[config.mk]
export PLATFORM = sky130hd
export DESIGN_NAME = shared_pin_parallel_port
export DESIGN_NICKNAME = d
export VERILOG_FILES = /design/src/hw/gpio_port_pkg.sv /design/src/hw/gpio_pin_cell.sv /design/src/hw/shared_pin_parallel_port.sv
export SDC_FILE = /design/constraint.sdc
export NUM_CORES = 1
export LEC_CHECK = 0
export ABC_AREA = 1
export BUFFER_PORTS_ARGS = -buffer_cell sky130_fd_sc_hd__buf_4
export CAP_MARGIN = 40
export CELL_PAD_IN_SITES_DETAIL_PLACEMENT = 0
export CELL_PAD_IN_SITES_GLOBAL_PLACEMENT = 1
export CORE_UTILIZATION = 44
export CTS_BUF_LIST = sky130_fd_sc_hd__clkbuf_2
export CTS_CLUSTER_DIAMETER = 100
export DETAILED_ROUTE_END_ITERATION = 10
export PLACE_DENSITY = 0.91
export SETUP_SLACK_MARGIN = 0.1
export SKIP_LAST_GASP = 1
export SYNTH_ARGS = -nofsm -noshare
export SYNTH_HDL_FRONTEND = slang
export SYNTH_SLANG_ARGS = --single-unit
[constraint.sdc]
create_clock -name ref_clk_i -period 11.7 [get_ports ref_clk_i]
set_clock_uncertainty 0.05 [all_clocks]
set_input_delay 1.755 -clock ref_clk_i [delete_from_list [all_inputs] [get_ports ref_clk_i]]
set_output_delay 1.755 -clock ref_clk_i [all_outputs]
set_load 0.01 [all_outputs]
[src/hw/gpio_port_pkg.sv]
// Constants shared by the shared-pin parallel port and its bench
package gpio_port_pkg;
   localparam int unsigned PORT_W = 16;
   localparam int unsigned ADDR_W = 3;

   typedef logic [PORT_W-1:0] port_word_t;
   typedef logic [ADDR_W-1:0] reg_addr_t;

   // Register offsets (word index on the plain register port)
   localparam reg_addr_t OFS_PIN_DIRECTION     = 3'h0;
   localparam reg_addr_t OFS_OUTPUT_LATCH      = 3'h1;
   localparam reg_addr_t OFS_PIN_LEVEL         = 3'h2;
   localparam reg_addr_t OFS_OPEN_DRAIN_SELECT = 3'h3;
   localparam reg_addr_t OFS_ANALOG_SELECT     = 3'h4;
   localparam reg_addr_t OFS_PERIPH_OWNERSHIP  = 3'h5;
   localparam reg_addr_t OFS_DRIVE_STATUS      = 3'h6;

   // Bits present on this build; absent bits are held at zero
   localparam port_word_t IMPL_MASK   = 16'h3fff;
   // Bits that carry an analog function
   localparam port_word_t ANALOG_MASK = 16'h00ff;

   // Reset values
   localparam port_word_t DIRECTION_RESET  = IMPL_MASK;
   localparam port_word_t LATCH_RESET      = 16'h0000;
   localparam port_word_t OPEN_DRAIN_RESET = 16'h0000;
   localparam port_word_t ANALOG_RESET     = ANALOG_MASK;
   localparam port_word_t ZERO_WORD        = 16'h0000;
endpackage : gpio_port_pkg

[src/hw/gpio_pin_cell.sv]
// One pin of the shared port: output muxes, open drain, loop-through block
`timescale 1ns/100ps
`default_nettype none
module gpio_pin_cell (
   // Clock and reset
   input  wire logic ref_clk_i,
   input  wire logic rst_sync_b_i,
   // Per-pin configuration
   input  wire logic present_i,
   input  wire logic direction_i,
   input  wire logic latch_i,
   input  wire logic open_drain_i,
   input  wire logic analog_i,
   // Sharing peripheral
   input  wire logic periph_enable_i,
   input  wire logic periph_drive_i,
   input  wire logic periph_data_i,
   output logic      periph_in_o,
   // Pin, already synchronised
   input  wire logic pin_sync_i,
   output logic      pin_out_o,
   output logic      pin_oe_o,
   output logic      level_o,
   output logic      owned_o
);
   logic periph_owns;
   logic port_oe;
   logic next_out;
   logic next_oe;

   // Peripheral wins only while enabled and actively driving
   assign periph_owns = present_i & periph_enable_i & periph_drive_i;

   // Port drives only as a digital output; open drain releases on a one
   assign port_oe = present_i & ~direction_i & ~analog_i
                    & ~(open_drain_i & latch_i);

   always_comb begin
      next_out = 1'b0;
      next_oe  = 1'b0;
      if (periph_owns) begin
         next_out = periph_data_i;
         next_oe  = 1'b1;
      end else begin
         next_out = open_drain_i ? 1'b0 : latch_i;
         next_oe  = port_oe;
      end
   end

   always_ff @(posedge ref_clk_i or negedge rst_sync_b_i) begin
      if (!rst_sync_b_i) begin
         pin_out_o <= 1'b0;
         pin_oe_o  <= 1'b0;
      end else begin
         pin_out_o <= next_out;
         pin_oe_o  <= next_oe;
      end
   end

   // Peripheral does not see what the port itself drives, except for three cycles after the port gives up the pin
   always_ff @(posedge ref_clk_i or negedge rst_sync_b_i) begin
      if (!rst_sync_b_i) begin
         periph_in_o <= 1'b0;
      end else begin
         periph_in_o <= (port_oe & ~periph_owns) ? 1'b0 : pin_sync_i & present_i;
      end
   end

   // Analog inputs read low; absent bits read zero
   assign level_o = present_i & ~analog_i & pin_sync_i;
   assign owned_o = periph_owns;
endmodule : gpio_pin_cell
`default_nettype wire

[src/hw/shared_pin_parallel_port.sv]
// Shared-pin general parallel io port: registers, pin sync, per-pin cells
// Function
// - Per pin, muxes pick peripheral or port for output data and enable.
// - Actively driving enabled peripheral disables port driver; pin still readable.
// - Enabled but idle peripheral leaves pin drivable from the port latch.
// - Port output does not loop back into the sharing peripheral's input, except for three cycles after the port gives up the pin.
// - Direction bit one makes pin input, zero makes it output.
// - Every reset leaves all pins as inputs.
// - Latch register reads stored latch; writes update latch.
// - Pin level register reads pins; writes update the output latch.
// - Absent bits disabled; latch, direction and level read zero.
// - Per-pin open-drain select turns push-pull output into open drain.
// - Analog-select bit with direction bit picks analog or digital function; here analog select alone disables driver and digital read.
// - Analog-configured pins read low through the pin level register.
`timescale 1ns/100ps
`default_nettype none
module shared_pin_parallel_port
   import gpio_port_pkg::*;
(
   // Clock and reset
   input  wire logic                      ref_clk_i,
   input  wire logic                      rst_b_i,
   // Register port
   input  wire gpio_port_pkg::reg_addr_t  reg_addr_i,
   input  wire gpio_port_pkg::port_word_t reg_wdata_i,
   input  wire logic                      reg_write_i,
   input  wire logic                      reg_read_i,
   output gpio_port_pkg::port_word_t      reg_rdata_o,
   // Sharing peripherals
   input  wire gpio_port_pkg::port_word_t periph_enable_i,
   input  wire gpio_port_pkg::port_word_t periph_drive_i,
   input  wire gpio_port_pkg::port_word_t periph_data_i,
   output gpio_port_pkg::port_word_t      periph_in_o,
   // Pins
   input  wire gpio_port_pkg::port_word_t pin_in_i,
   output gpio_port_pkg::port_word_t      pin_out_o,
   output gpio_port_pkg::port_word_t      pin_oe_o
);
   import gpio_port_pkg::*;

   logic       rst_meta_b;
   logic       rst_sync_b;
   port_word_t pin_meta;
   port_word_t pin_sync;
   port_word_t pin_direction;
   port_word_t output_latch;
   port_word_t open_drain_select;
   port_word_t analog_select;
   port_word_t level_word;
   port_word_t owned_word;
   port_word_t next_rdata;

   function automatic logic hit(input reg_addr_t addr, input reg_addr_t ofs);
      hit = (addr == ofs);
   endfunction : hit

   // Reset release through two flops
   always_ff @(posedge ref_clk_i or negedge rst_b_i) begin
      if (!rst_b_i) begin
         rst_meta_b <= 1'b0;
         rst_sync_b <= 1'b0;
      end else begin
         rst_meta_b <= 1'b1;
         rst_sync_b <= rst_meta_b;
      end
   end

   // Pins are asynchronous to the clock; first stage read only by second
   always_ff @(posedge ref_clk_i or negedge rst_sync_b) begin
      if (!rst_sync_b) begin
         pin_meta <= ZERO_WORD;
         pin_sync <= ZERO_WORD;
      end else begin
         pin_meta <= pin_in_i;
         pin_sync <= pin_meta;
      end
   end

   // Direction: all inputs after any reset
   always_ff @(posedge ref_clk_i or negedge rst_sync_b) begin
      if (!rst_sync_b) begin
         pin_direction <= DIRECTION_RESET;
      end else if (reg_write_i && hit(reg_addr_i, OFS_PIN_DIRECTION)) begin
         pin_direction <= reg_wdata_i & IMPL_MASK;
      end
   end

   // Latch is written through its own offset and through the level offset
   always_ff @(posedge ref_clk_i or negedge rst_sync_b) begin
      if (!rst_sync_b) begin
         output_latch <= LATCH_RESET;
      end else if (reg_write_i && (hit(reg_addr_i, OFS_OUTPUT_LATCH) ||
                                   hit(reg_addr_i, OFS_PIN_LEVEL))) begin
         output_latch <= reg_wdata_i & IMPL_MASK;
      end
   end

   always_ff @(posedge ref_clk_i or negedge rst_sync_b) begin
      if (!rst_sync_b) begin
         open_drain_select <= OPEN_DRAIN_RESET;
      end else if (reg_write_i && hit(reg_addr_i, OFS_OPEN_DRAIN_SELECT)) begin
         open_drain_select <= reg_wdata_i & IMPL_MASK;
      end
   end

   // Only analog-capable bits hold an analog select
   always_ff @(posedge ref_clk_i or negedge rst_sync_b) begin
      if (!rst_sync_b) begin
         analog_select <= ANALOG_RESET & IMPL_MASK;
      end else if (reg_write_i && hit(reg_addr_i, OFS_ANALOG_SELECT)) begin
         analog_select <= reg_wdata_i & ANALOG_MASK & IMPL_MASK;
      end
   end

   // One cell per pin, bit n to pin n
   for (genvar n = 0; n < PORT_W; n++) begin : g_pin
      gpio_pin_cell u_cell (
         .ref_clk_i       (ref_clk_i),
         .rst_sync_b_i    (rst_sync_b),
         .present_i       (IMPL_MASK[n]),
         .direction_i     (pin_direction[n]),
         .latch_i         (output_latch[n]),
         .open_drain_i    (open_drain_select[n]),
         .analog_i        (analog_select[n]),
         .periph_enable_i (periph_enable_i[n]),
         .periph_drive_i  (periph_drive_i[n]),
         .periph_data_i   (periph_data_i[n]),
         .periph_in_o     (periph_in_o[n]),
         .pin_sync_i      (pin_sync[n]),
         .pin_out_o       (pin_out_o[n]),
         .pin_oe_o        (pin_oe_o[n]),
         .level_o         (level_word[n]),
         .owned_o         (owned_word[n])
      );
   end

   // Read mux; unmapped offsets read zero
   always_comb begin
      next_rdata = ZERO_WORD;
      unique case (reg_addr_i)
         OFS_PIN_DIRECTION:     next_rdata = pin_direction;
         OFS_OUTPUT_LATCH:      next_rdata = output_latch;
         OFS_PIN_LEVEL:         next_rdata = level_word;
         OFS_OPEN_DRAIN_SELECT: next_rdata = open_drain_select;
         OFS_ANALOG_SELECT:     next_rdata = analog_select;
         OFS_PERIPH_OWNERSHIP:  next_rdata = owned_word;
         OFS_DRIVE_STATUS:      next_rdata = pin_oe_o;
         default:               next_rdata = ZERO_WORD;
      endcase
   end

   // Data stands from the cycle after the read until the next read
   always_ff @(posedge ref_clk_i or negedge rst_sync_b) begin
      if (!rst_sync_b) begin
         reg_rdata_o <= ZERO_WORD;
      end else if (reg_read_i) begin
         reg_rdata_o <= next_rdata;
      end
   end
endmodule : shared_pin_parallel_port
`default_nettype wire
======== Word level (Yosys, flattened, before mapping) ========
Cells that the tools add are included.
cells by class
  bitwise gates (word level) .............. 122
  reductions and logical operators ........ 6
  multiplexer cells ....................... 57
  equal/unequal tests ..................... 6
operator list
  cell                                                              count
  14-bit case mux with 7 select lines                               1
  1-bit AND                                                         72
  1-bit two-way mux                                                 56
  1-bit inverter                                                    50
  3-bit == test (second input constant)                             3
  3-bit by 2-bit == test with 1-bit output (second input constant)  2
  1-bit logical AND                                                 4
  3-bit by 1-bit == test with 1-bit output (second input constant)  1
  3-bit logical NOT                                                 1
  1-bit logical OR                                                  1
word-level totals
  register bits after elaboration ......... 138
  output and inout port bits .............. 64
  input bits .............................. 87
  word-level logic and storage cells ...... 242

======== Logic depth before layout (Yosys ltp) ========
Gate-level depths: netlist of the first run.
  depth in word-level cells ............... 5
  mapped depth ............................ 10
  depth with buffers taken out ............ 9

======== Hierarchy ========
From an unflattened synthesis of the first run, not the netlist that was laid out.
second synthesis, totals
  cell total of the unflattened synthesis .. 793
  area total of the unflattened synthesis .. 6637.6 µm²
by module, submodules not included
  module                    seq. area each (µm²)  area each (µm²)  instances  cells each
  shared_pin_parallel_port  2529.9                4415.5           1          505
  gpio_pin_cell             75.1                  138.9            16         18

======== Worst setup path before layout of the first run ========
No wires, ideal clock.
  path type ............................... input-to-reg
  start point ............................. input reg_addr_i[0]
  end point ............................... register output_latch[4]
  data required time ...................... 11528 ps
  arrival ................................. 2608 ps
  stages on the path ...................... 7
  setup time .............................. 122 ps
  setup slack ............................. 8920 ps
  buffers on the path ..................... 2
  cell sequence ........................... buf_4 -> inv_4 -> nand3_4 -> inv_2 -> o21ai_4 -> buf_6 -> o21ai_1
between the ends
  word-level cells in the longest chain between the ends .. 3
  elaborated cells between the ends (all ways) .. 4
  classes of those cells .................. eq/ne: 2; reduce/logical: 2
RTL lines
  element                                                                                               RTL line                        RTL
  start, declared                                                                                       shared_pin_parallel_port.sv:24  input wire gpio_port_pkg::reg_addr_t reg_addr_i,
  3-bit by 1-bit == test with 1-bit output or 3-bit by 2-bit == test with 1-bit output (tied branches)  shared_pin_parallel_port.sv:54  hit = (addr == ofs);
  1-bit logical OR (*)                                                                                  shared_pin_parallel_port.sv:92  end else if (reg_write_i && (hit(reg_addr_i, OFS_OUTPUT_LATCH) ||
  1-bit logical AND (*)                                                                                 shared_pin_parallel_port.sv:92
  end signal, assigned                                                                                  shared_pin_parallel_port.sv:94  output_latch <= reg_wdata_i & IMPL_MASK;
  end, declared                                                                                         shared_pin_parallel_port.sv:46  port_word_t output_latch;
Mark *: on every way between the ends. The rest lies on a longest branch, timed or not.
A chain may end at the register's enable or synchronous reset.

======== Worst setup path in the final report of the first run ========
  start point ............................. input reg_addr_i[2]
  end point ............................... register output_latch[12]
Same word-level chain as after synthesis.

==> results.tsv, run 1 <==
stage	metric	value	unit
worst_setup_path	crit path from	reg_addr_i[2]	
die	num ports	151	
cells_and_area	share of layout cells above drive strength 1	24.7	%
sta	Highest Clock Rate	0.293	GHz
logic_synthesis	Seq cells post-synth	136	
sta	fin crit period	3.41	ns
min_path	Hold Path Class	reg2async	
clock_network	CTS tree	built	
sta	period utilization	29.2	%
die	die area	0.0145	mm²
global_routing	antenna violations before repair	0	
worst_setup_path	r2r setup slk	10.06	ns
cells_and_area	commonest non-fill, non-tap cell in the layout	nand2_1	
logic_synthesis	area fraction of the dominant cell type after synthesis	46.1	%
global_routing	total gr overflow	0	
placement	post-placement cell area	0.00696	mm²
cells_and_area	share of the core filled with cells	53.7	%
worst_setup_path	crit path launch type	input pin	
die	num rows	42	
logic_synthesis	area leader, netlist	dfrtp_1	
die	Starting Density	46.0	%
worst_setup_path	WP data required	12.29	ns
die	height of the die	121	µm
power_and_ir_drop	Pwr per Cell Area	156	mW/mm²
routing	total wire length	14500	µm
global_routing	vias in the first global route	4793	
logic_synthesis	post-synthesis area per instance	8.82	µm²
placement	DP HPWL	9310	µm
global_routing	gr usage total	21.2	%
logic_synthesis	register area share after synthesis	55.4	%
worst_setup_path	critical path endpoint category	flop	
logic_synthesis	Cells after Synth	702	
routing	router iterations before antenna repair	5	
routing	Post-DRT Antenna Nets	0	
worst_setup_path	worst reg2reg path endpoint	pin_sync[11]$_DFF_PN0_	
logic_synthesis	Yosys cell types	28	
clock_network	Setup Fix Bufs, Post-CTS	0	
clock_network	number of CTS-inserted buffers	17	
clock_network	PostCTS Resize Cnt	0	
worst_setup_path	crit-path max FO	41	
sta	Final Hold Viols	0	
worst_setup_path	Reg-to-Reg Start	rst_sync_b$_DFF_PN0_	
die	die width	121	µm
worst_setup_path	WP data arrival	4.00	ns
sta	slew margin rel.	47.6	%
power_and_ir_drop	LEAKAGE	3.92	nW
power_and_ir_drop	maximum VDD drop	0.0728	mV
routing	DRC errors left	0	
logic_synthesis	largest cells by area after synthesis	dfrtp_1 (46%), nand2_1 (13%), dfstp_2 (9.3%)	
routing	Iter 0 DRT Violations	404	
placement	number of I/O port buffers	132	
clock_network	Clock Tree Buf Depth	2	
cells_and_area	Design Area, Final	0.00723	mm²
routing	DR WL/cell	14.9	µm
cells_and_area	Layout Nets	872	
clock_network	H-tree depth	4	
routing	Avg Vias per Cell	5.03	
clock_network	root buf cell	clkbuf_2	
cells_and_area	Syn-to-layout area delta	16.8	%
logic_synthesis	Ys Warns	0	
die	Core Area	0.0135	mm²
cells_and_area	most frequent cells in the layout	nand2_1 (222), buf_4 (133), dfrtp_1 (113)	
sta	Final Slew Violations	0	
logic_synthesis	Cell Area, Synth	0.00619	mm²
cells_and_area	antenna diode count	0	
outcome	outcome	finished, final reports clean	
placement	GP Congestion	0.760	
clock_network	hold_buf cts	0	
sta	Setup-failing EPs final	0	
sta	worst slew pin tran	0.783	ns
worst_setup_path	critical path class	in2reg	
clock_network	clock sinks	136	
global_routing	first-pass GRT wire length	23200	µm
sta	RSZ-0062 raised after global routing	no	
sta	Fin Setup TNS	0	ns
clock_network	Worst-path clk slew	0.20	ns
global_routing	largest net degree at the start of global routing	63	
clock_network	worst-skew pair later-pin latency	0.72	ns
routing	via count	4903	
worst_setup_path	worst reg-to-reg path cell count	2	
flow_run	max cap viols	0	
[metrics by stage]
stage	total power, mW	hold WS, ns	instances	setup slack [ns]
2_1_floorplan	0.760	0.281	709	7.62
3_3_place_gp	0.826	0.282	940	7.63
3_5_place_dp	0.836	0.155	942	7.55
4_1_cts	1.14	0.150	974	8.33
5_1_grt	1.20	0.160	974	8.17
6_report	1.13	0.135	974	8.29
[cells by family after synthesis]
family                 share of synthesized area (%)
DFF                                             55.4
AOI/OAI and AO/OA                               7.42
other                                          0.121
buffers and inverters                           12.1
and+or+nand+nor                                 24.9
[cells in the mapped netlist, drive strengths merged]
cell    count
nand2     222
dfrtp     114
buf        71
o21ai      65
inv        60
nand3      46
nor2       32
nand4      31
dfstp      22
nand3b     14
a211o       8
clkbuf      7
a21o        6
conb        2
nor3        1
o21a        1
[registers in the layout, summed over array words and instances (netlist names)]
register and count:
output_latch 14, pin_direction 14, open_drain_select 14, analog_select 8
g_pin.u_cell.pin_out_o 14, reg_rdata_o 14, rst_sync_b 1, pin_meta 14
g_pin.u_cell.periph_in_o 14, pin_sync 14, g_pin.u_cell.pin_oe_o 14, rst_meta_b 1
[power breakdown]
group          internal, mW  switching (mW)  total (mW)
clock network         0.137           0.168       0.305
registers             0.552          0.0520       0.604
logic                 0.105           0.117       0.222
total                 0.793           0.337        1.13
[critical path: stages]
cell	delay, ns
buf_4	0.41
inv_2	0.45
nand3_4	0.34
inv_2	0.14
o21ai_4	0.64
nand2_1	0.11
o21ai_1	0.12
[per-layer routing]
metal | part of all wire [%] | global-route usage, % | vias to the layer above
li1 | - | - | 2363
met2 | 49 | 34.3 | 187
met3 | 6.7 | 5.42 | 24
met5 | 0 | 0 | -
met1 | 43 | 27.0 | 2329
met4 | 1.7 | 8.49 | 0
[area by class of cell]
| cell class | instances | area (µm²) |
|---|---|---|
| fillers | 1288 | 6230 |
| flip-flops and latches | 136 | 3430 |
| multi-input cells | 435 | 2030 |
| repair buffers | 135 | 1040 |
| inverters | 60 | 228 |
| well taps | 176 | 220 |
| clock inverters | 15 | 184 |
| clock buffers | 17 | 85.1 |
[worst max-delay path by stage]
| stage | endpoint | slack (ns) | cells past startpoint |
|---|---|---|---|
| 2_1_floorplan | g_pin[0].u_cell.periph_in_o$_DFF_PN0_ | 7.62 | 0 |
| 3_3_place_gp | output_latch[13]$_DFFE_PN0P_ | 7.63 | 7 |
| 5_1_grt | output_latch[6]$_DFFE_PN0P_ | 8.17 | 7 |
| 6_report | output_latch[12]$_DFFE_PN0P_ | 8.29 | 7 |
| 4_1_cts | output_latch[12]$_DFFE_PN0P_ | 8.33 | 7 |
| 3_5_place_dp | output_latch[12]$_DFFE_PN0P_ | 7.55 | 7 |
No activity file was read; power rests on OpenSTA's default activity.
==> run 2: changes to the inputs <==
- ABC_AREA: 1 -> 0
- CORE_UTILIZATION: 44 -> 39
- PLACE_DENSITY: 0.91 -> 0.82
- clock period: 11.7 -> 3 ns (I/O delays scaled with it)
==> run 2 against run 1 <==
Against the previous run:
- flip-flop and latch count unchanged
- total power grew to 4.2 times the previous value
- non-clock buffer count grew 99
- clock power rose to 4.0 times the previous value
==> results.tsv, run 2 <==
stage	metric	value	unit	change
routing	Post-DRT Antenna Nets	0		unchanged
placement	post-placement cell area	0.00697	mm²	was 0.00696 mm²
worst_setup_path	crit-path leading delay family	flip-flops		was buffers and inverters
global_routing	total gr overflow	0		unchanged
worst_setup_path	Crit-path slowest cell	dfrtp_1		was o21ai_4
global_routing	gr usage total	18.2	%	was 21.2%
clock_network	Setup Fix Bufs, Post-CTS	0		unchanged
die	Core Area	0.0153	mm²	was 0.0135 mm²
worst_setup_path	WP data arrival	1.33	ns	was 4.00 ns
routing	via count	4469		was 4,903
die	height of the die	127	µm	was 121 µm
worst_setup_path	CP bufs+invs	1		was 3
power_and_ir_drop	Pwr per Cell Area	579	mW/mm²	was 156 mW/mm²
outcome	outcome	finished, final reports clean		unchanged
logic_synthesis	Post-synth ARST share	100	%	unchanged
die	num rows	45		was 42
cells_and_area	commonest non-fill, non-tap cell in the layout	buf_4		was nand2_1
cells_and_area	share of layout cells above drive strength 1	35.5	%	was 24.7%
routing	Avg Vias per Cell	4.84		was 5.03
clock_network	H-tree depth	4		unchanged
cells_and_area	Fill cells	1296		was 1,288
cells_and_area	Design Area, Final	0.00823	mm²	was 0.00723 mm²
logic_synthesis	area leader, netlist	dfrtp_1		unchanged
cells_and_area	Syn-to-layout area delta	34.1	%	was 16.8%
flow_run	max cap viols	0		unchanged
clock_network	worst-skew pair later-pin latency	0.73	ns	was 0.72 ns
cells_and_area	Layout Nets	784		was 872
power_and_ir_drop	LEAKAGE	3.71	nW	was 3.92 nW
sta	Setup-failing EPs final	0		unchanged
worst_setup_path	slowest stage delay, CP	0.45	ns	was 0.64 ns
placement	GP Congestion	0.794		was 0.760
worst_setup_path	CP cell instances	buf_4		was buf_4 -> inv_2 -> nand3_4 -> inv_2 -> o21ai_4 -> nand2_1 -> o21ai_1
logic_synthesis	largest cells by area after synthesis	dfrtp_1 (47%), dfstp_2 (9.4%), mux2_2 (9.0%)		was dfrtp_1 (46%), nand2_1 (13%), dfstp_2 (9.3%)
placement	number of I/O port buffers	132		unchanged
routing	DRC errors left	0		unchanged
logic_synthesis	area fraction of the dominant cell type after synthesis	46.5	%	was 46.1%
clock_network	number of CTS-inserted buffers	17		unchanged
global_routing	first-pass GRT wire length	22600	µm	was 23,200 µm
global_routing	largest net degree at the start of global routing	59		was 63
cells_and_area	most frequent cells in the layout	buf_4 (134), dfrtp_1 (113), dlygate4sd3_1 (98)		was nand2_1 (222), buf_4 (133), dfrtp_1 (113)
placement	DP HPWL	8830	µm	was 9310 µm
sta	Final Slew Violations	0		unchanged
clock_network	PostCTS Resize Cnt	0		unchanged
logic_synthesis	Top FF cell, synth	dfrtp_1		unchanged
sta	Fin Setup TNS	0	ns	unchanged
routing	Iter 0 DRT Violations	174		was 404
die	die area	0.0162	mm²	was 0.0145 mm²
logic_synthesis	Commonest cells post-synth	dfrtp_1 (114), buf_4 (54), mux2_2 (49)		was nand2_1 (222), dfrtp_1 (114), inv_1 (57)
worst_setup_path	critical path class	reg2out		was in2reg
global_routing	vias in the first global route	4527		was 4,793
sta	period utilization	61.1	%	
logic_synthesis	Ys Warns	0		unchanged
sta	fin crit period	1.83	ns	
die	Starting Density	40.2	%	was 46.0%
clock_network	Worst-path clk slew	0.23	ns	was 0.20 ns
logic_synthesis	register area share after synthesis	55.9	%	was 55.4%
logic_synthesis	Cell Area, Synth	0.00613	mm²	was 0.00619 mm²
logic_synthesis	Post-synth EDFFs	0		unchanged
worst_setup_path	critical path endpoint category	output port		was flop
sta	RSZ-0062 raised after global routing	no		unchanged
clock_network	CTS tree	built		unchanged
logic_synthesis	count leader, synth	dfrtp_1		was nand2_1
logic_synthesis	Seq cells post-synth	136		unchanged
die	num ports	151		unchanged
power_and_ir_drop	maximum VDD drop	0.207	mV	was 0.0728 mV
sta	Highest Clock Rate	0.546	GHz	
global_routing	antenna violations before repair	1		was 0
sta	worst slew pin tran	0.783	ns	about the same
logic_synthesis	Cells after Synth	508		was 702
clock_network	clock sinks	136		unchanged
sta	Final Hold Viols	0		unchanged
clock_network	root buf cell	clkbuf_2		unchanged
routing	total wire length	14100	µm	was 14,500 µm
sta	slew margin rel.	47.8	%	was 47.6%
routing	DR WL/cell	15.2	µm	was 14.9 µm
worst_setup_path	crit path launch type	flop		was input pin
die	die width	127	µm	was 121 µm
clock_network	hold_buf cts	98		was 0
routing	router iterations before antenna repair	4		was 5
logic_synthesis	post-synthesis area per instance	12.1	µm²	was 8.82 µm²
min_path	Hold Path Class	in2reg		was reg2async
logic_synthesis	Yosys cell types	43		was 28
clock_network	Clock Tree Buf Depth	2		unchanged
worst_setup_path	crit-path max FO	2		was 41
worst_setup_path	WP data required	2.50	ns	was 12.29 ns
==> run 2: worst paths after layout <==
path                                                    start                                 end  slack, ns  cells after the start
max                        g_pin[7].u_cell.pin_oe_o$_DFF_PN0_                         pin_oe_o[7]       1.17                      1
min reg2reg                             pin_meta[0]$_DFF_PN0_               pin_sync[0]$_DFF_PN0_       0.32                      0
max in group asynchronous                rst_sync_b$_DFF_PN0_        pin_direction[9]$_DFFE_PN1P_       1.79                      1
min in group asynchronous                rst_sync_b$_DFF_PN0_          reg_rdata_o[7]$_DFFE_PN0P_       0.35                      0
max reg2reg                      pin_direction[9]$_DFFE_PN1P_  g_pin[9].u_cell.pin_oe_o$_DFF_PN0_       1.51                      3
min                                                reg_read_i          reg_rdata_o[7]$_DFFE_PN0P_       0.09                      3
==> run 2: cell families (layout without fill, tap and decap cells) <==
| logic type | count (synthesis) | count (layout) | synth area share (%) |
|---|---|---|---|
| xor gates and xnor gates | 1 | 1 | 0.143 |
| and+or+nand+nor | 139 | 139 | 12.1 |
| other | 2 | 11 | 0.122 |
| DFF | 136 | 136 | 55.9 |
| muxes | 64 | 64 | 12.9 |
| buffers and inverters | 79 | 274 | 8.97 |
| AOI/OAI and AO/OA | 87 | 87 | 9.87 |
==> run 2: per-layer routing <==
metal | share of wire (%) | track usage (%)
met5 | 0 | 0
met4 | 2.2 | 7.77
met3 | 4.5 | 4.61
met2 | 49 | 30.2
met1 | 44 | 22.7
==> run 2: area by class of cell <==
cell class	instances	area (µm²)	area share (%)
antenna	2	5.00	0.0608
clock buffer	18	90.1	1.09
clock inverter	14	180	2.19
inverter	8	32.5	0.395
multi-input combinational	300	2190	26.7
sequential	136	3430	41.7
tap	211	264	3.21
timing repair buffer	234	2030	24.6
==> run 2: report_power, final <==
group	leakage, nW	total [mW]	switching [mW]	internal, mW
registers	1.59	2.42	0.231	2.19
logic	1.96	1.12	0.448	0.676
clock network	0.159	1.22	0.676	0.543
total	3.71	4.76	1.35	3.41
==> run 2: per-stage QoR <==
step / total power [mW] / hold WS [ns] / util [%] / std cells / setup slack (ns)
after floorplan: 3.12 / 0.104 / - / 515 / 0.710
after global placement: 3.39 / 0.182 / 45.7 / 791 / 0.809
after detailed placement: 3.43 / 0.184 / 45.7 / 791 / 0.755
after CTS: 4.81 / 0.0263 / 53.9 / 921 / 1.10
after global routing: 5.04 / 0.0382 / 53.9 / 922 / 1.06
final: 4.76 / 0.0920 / 53.9 / 923 / 1.17
==> run 3: changes to the inputs <==
- ABC_AREA: 0 -> 1
- CORE_UTILIZATION: 39 -> 37
- clock period: 3 -> 1.6 ns (I/O delays scaled with it)
==> run 3 against run 2 <==
Against the previous run:
- the run now ends with negative setup slack left
- flip-flop and latch count did not move
- largest power group unchanged
- clock-buffer cell count rose by 5
- critical endpoint is now g_pin[0].u_cell.pin_out_o$_DFF_PN0_
- non-clock buffer count rose by 53
- critical path type is now in2reg
- highest routed layer unchanged
==> results.tsv, run 3 (same netlist as run 1, synthesis figures left out) <==
stage	metric	value	unit	change
outcome	outcome	finished with violations		was finished, final reports clean
outcome	violated checks	negative setup slack		
die	height of the die	131	µm	was 127 µm
power_and_ir_drop	LEAKAGE	4.67	nW	was 3.71 nW
power_and_ir_drop	P_sw	2.61	mW	was 1.35 mW
min_path	min-delay src	periph_enable_i[12]		was reg_read_i
cells_and_area	commonest non-fill, non-tap cell in the layout	nand2_1		was buf_4
worst_setup_path	WP data required	2.20	ns	was 2.50 ns
power_and_ir_drop	sequential power share	51.2	%	was 50.8%
routing	DR WL/cell	14.4	µm	was 15.2 µm
clock_network	worst-skew pair later-pin latency	0.73	ns	about the same
die	die width	131	µm	was 127 µm
power_and_ir_drop	Clock power frac	22.7	%	was 25.6%
clock_network	root buf cell	clkbuf_2		unchanged
sta	final worst slack	-0.0461	ns	was 1.17 ns
min_path	Hold Path Class	in2reg		unchanged
cells_and_area	share of layout cells above drive strength 1	25.4	%	was 35.5%
cells_and_area	Design Area, Final	0.00892	mm²	was 0.00823 mm²
cells_and_area	share of the core filled with cells	55.4	%	was 53.9%
global_routing	antenna violations before repair	1		unchanged
sta	RSZ-0062 raised after global routing	yes		was no
power_and_ir_drop	Logic pwr share	26.1	%	was 23.6%
worst_setup_path	crit path launch type	input pin		was flop
worst_setup_path	crit path from	periph_enable_i[0]		was g_pin[7].u_cell.pin_oe_o$_DFF_PN0_
routing	router iterations before antenna repair	7		was 4
placement	DP HPWL	10200	µm	was 8830 µm
die	die area	0.0172	mm²	was 0.0162 mm²
placement	number of I/O port buffers	132		unchanged
die	num rows	46		was 45
placement	GP Congestion	0.770		was 0.794
routing	DRC errors left	0		unchanged
worst_setup_path	worst reg2reg path endpoint	g_pin[12].u_cell.pin_oe_o$_DFF_PN0_		was g_pin[9].u_cell.pin_oe_o$_DFF_PN0_
sta	slew margin rel.	41.6	%	was 47.8%
routing	Iter 0 DRT Violations	213		was 174
clock_network	Worst-path clk slew	0.21	ns	was 0.23 ns
power_and_ir_drop	switching share of power	30.0	%	was 28.4%
clock_network	H-tree depth	4		unchanged
sta	period utilization	103	%	
cells_and_area	Syn-to-layout area delta	44.2	%	was 34.1%
clock_network	CTS tree	built		unchanged
min_path	WHS Endpoint	reg_rdata_o[12]$_DFFE_PN0P_		was reg_rdata_o[7]$_DFFE_PN0P_
min_path	hold-critical path depth	6		was 3
power_and_ir_drop	Int Pwr	6.09	mW	was 3.41 mW
worst_setup_path	Reg-to-Reg Start	pin_direction[12]$_DFFE_PN1P_		was pin_direction[9]$_DFFE_PN1P_
sta	fin crit period	1.65	ns	
worst_setup_path	critical path class	in2reg		was reg2out
sta	worst slew pin tran	0.872	ns	was 0.783 ns
power_and_ir_drop	Pwr per Cell Area	976	mW/mm²	was 579 mW/mm²
global_routing	total gr overflow	0		unchanged
sta	Final Hold Viols	0		unchanged
global_routing	first-pass GRT wire length	26000	µm	was 22,600 µm
placement	post-placement cell area	0.00720	mm²	was 0.00697 mm²
sta	Setup-failing EPs final	2		was 0
worst_setup_path	crit-path max FO	3		was 2
flow_run	max cap viols	0		unchanged
sta	Highest Clock Rate	0.608	GHz	
die	num ports	151		unchanged
global_routing	vias in the first global route	5205		was 4,527
worst_setup_path	worst reg-to-reg path cell count	3		unchanged
clock_network	number of CTS-inserted buffers	17		unchanged
global_routing	largest net degree at the start of global routing	70		was 59
clock_network	Clock Tree Buf Depth	2		unchanged
worst_setup_path	r2r setup slk	0.18	ns	was 1.51 ns
die	Starting Density	38.4	%	was 40.2%
routing	Post-DRT Antenna Nets	0		unchanged
clock_network	clock sinks	136		unchanged
routing	total wire length	16800	µm	was 14,100 µm
routing	via count	5429		was 4,469
cells_and_area	most frequent cells in the layout	nand2_1 (222), buf_4 (116), dfrtp_1 (113)		was buf_4 (134), dfrtp_1 (113), dlygate4sd3_1 (98)
sta	Final Slew Violations	0		unchanged
worst_setup_path	WP data arrival	2.25	ns	was 1.33 ns
cells_and_area	Layout Nets	1024		was 784
die	Core Area	0.0161	mm²	was 0.0153 mm²
global_routing	gr usage total	19.7	%	was 18.2%
worst_setup_path	critical path endpoint category	flop		was output port
routing	Avg Vias per Cell	4.65		was 4.84
power_and_ir_drop	maximum VDD drop	0.530	mV	was 0.207 mV
sta	Hold WS	0.0421	ns	was 0.0920 ns
run 3: cell count changes in the layout (fill, tap and decap cells not counted), moves of 14 or more:
cell      delta
buf_6       +56
o21ai_1     +16
mux2_2      -49
nand3_1     +20
buf_4       -18
o21ai_0     +41
nand2b_1    -19
nand4_1     +30
nand2_1    +184
a21boi_0    -14
a21oi_1     -17
inv_1       +50
run 3: worst max-delay path by stage:
stage / endpoint / cells after the start
after global placement: output_latch[13]$_DFFE_PN0P_ / 6
after floorplan: g_pin[0].u_cell.periph_in_o$_DFF_PN0_ / 0
final: g_pin[0].u_cell.pin_out_o$_DFF_PN0_ / 8
after detailed placement: output_latch[12]$_DFFE_PN0P_ / 6
after CTS: reg_rdata_o[4] / 1
after global routing: reg_rdata_o[4] / 1
run 3: cell type report:
type	instances	area (µm²)
clock buffers	23	115
flip-flops and latches	136	3430
fillers	1474	7190
diodes	1	2.50
multi-input cells	435	2030
clock inverters	9	104
inverters	60	228
repair buffers	287	2730
well taps	216	270
run 3: per-stage QoR:
step / worst slack (ns) / power (mW) / std cells / setup TNS, ns
floorplan: 0.126 / 5.56 / 709 / 0
global placement: 0.0149 / 6.14 / 1003 / 0
detailed placement: -0.0654 / 6.17 / 1003 / -0.516
CTS: -0.0611 / 8.71 / 1148 / -1.05
global route: -0.119 / 9.20 / 1167 / -3.22
finish: -0.0461 / 8.71 / 1167 / -0.0515
run 3: timing repair:
item | CTS | global route
buffers inserted | 17 | 4
hold buffers | 96 | 20
hold endpoints to repair | 122 | 17
gates resized for setup | 56 | 12
setup endpoints to repair | 56 | 71
run 3: critical path: stages:
cell and delay, ns:
buf_4 0.10, nand2_1 0.08, dlygate4sd3_1 0.57, inv_1 0.07
nand2_1 0.05, dlygate4sd3_1 0.54, nand2_1 0.05, dlygate4sd3_1 0.54
run 3: power by group through the flow:
stage	Sequential, mW	Clock [mW]	Combinational [mW]
after floorplan	4.43	0	1.13
after global placement	4.48	0	1.66
after detailed placement	4.48	0	1.69
after CTS	4.45	2.03	2.23
after global routing	4.53	2.18	2.49
final	4.45	1.98	2.27
run 3: per-layer routing:
metal | share of wire [%] | wire length, µm | vias to the layer above | GRT usage [%]
met3 | 5.3 | 896 | 24 | 4.48
li1 | - | - | 2674 | -
met2 | 50 | 8400 | 158 | 33.7
met5 | 0 | 0 | - | 0
met1 | 43 | 7200 | 2573 | 24.3
met4 | 1.6 | 274 | 0 | 7.43
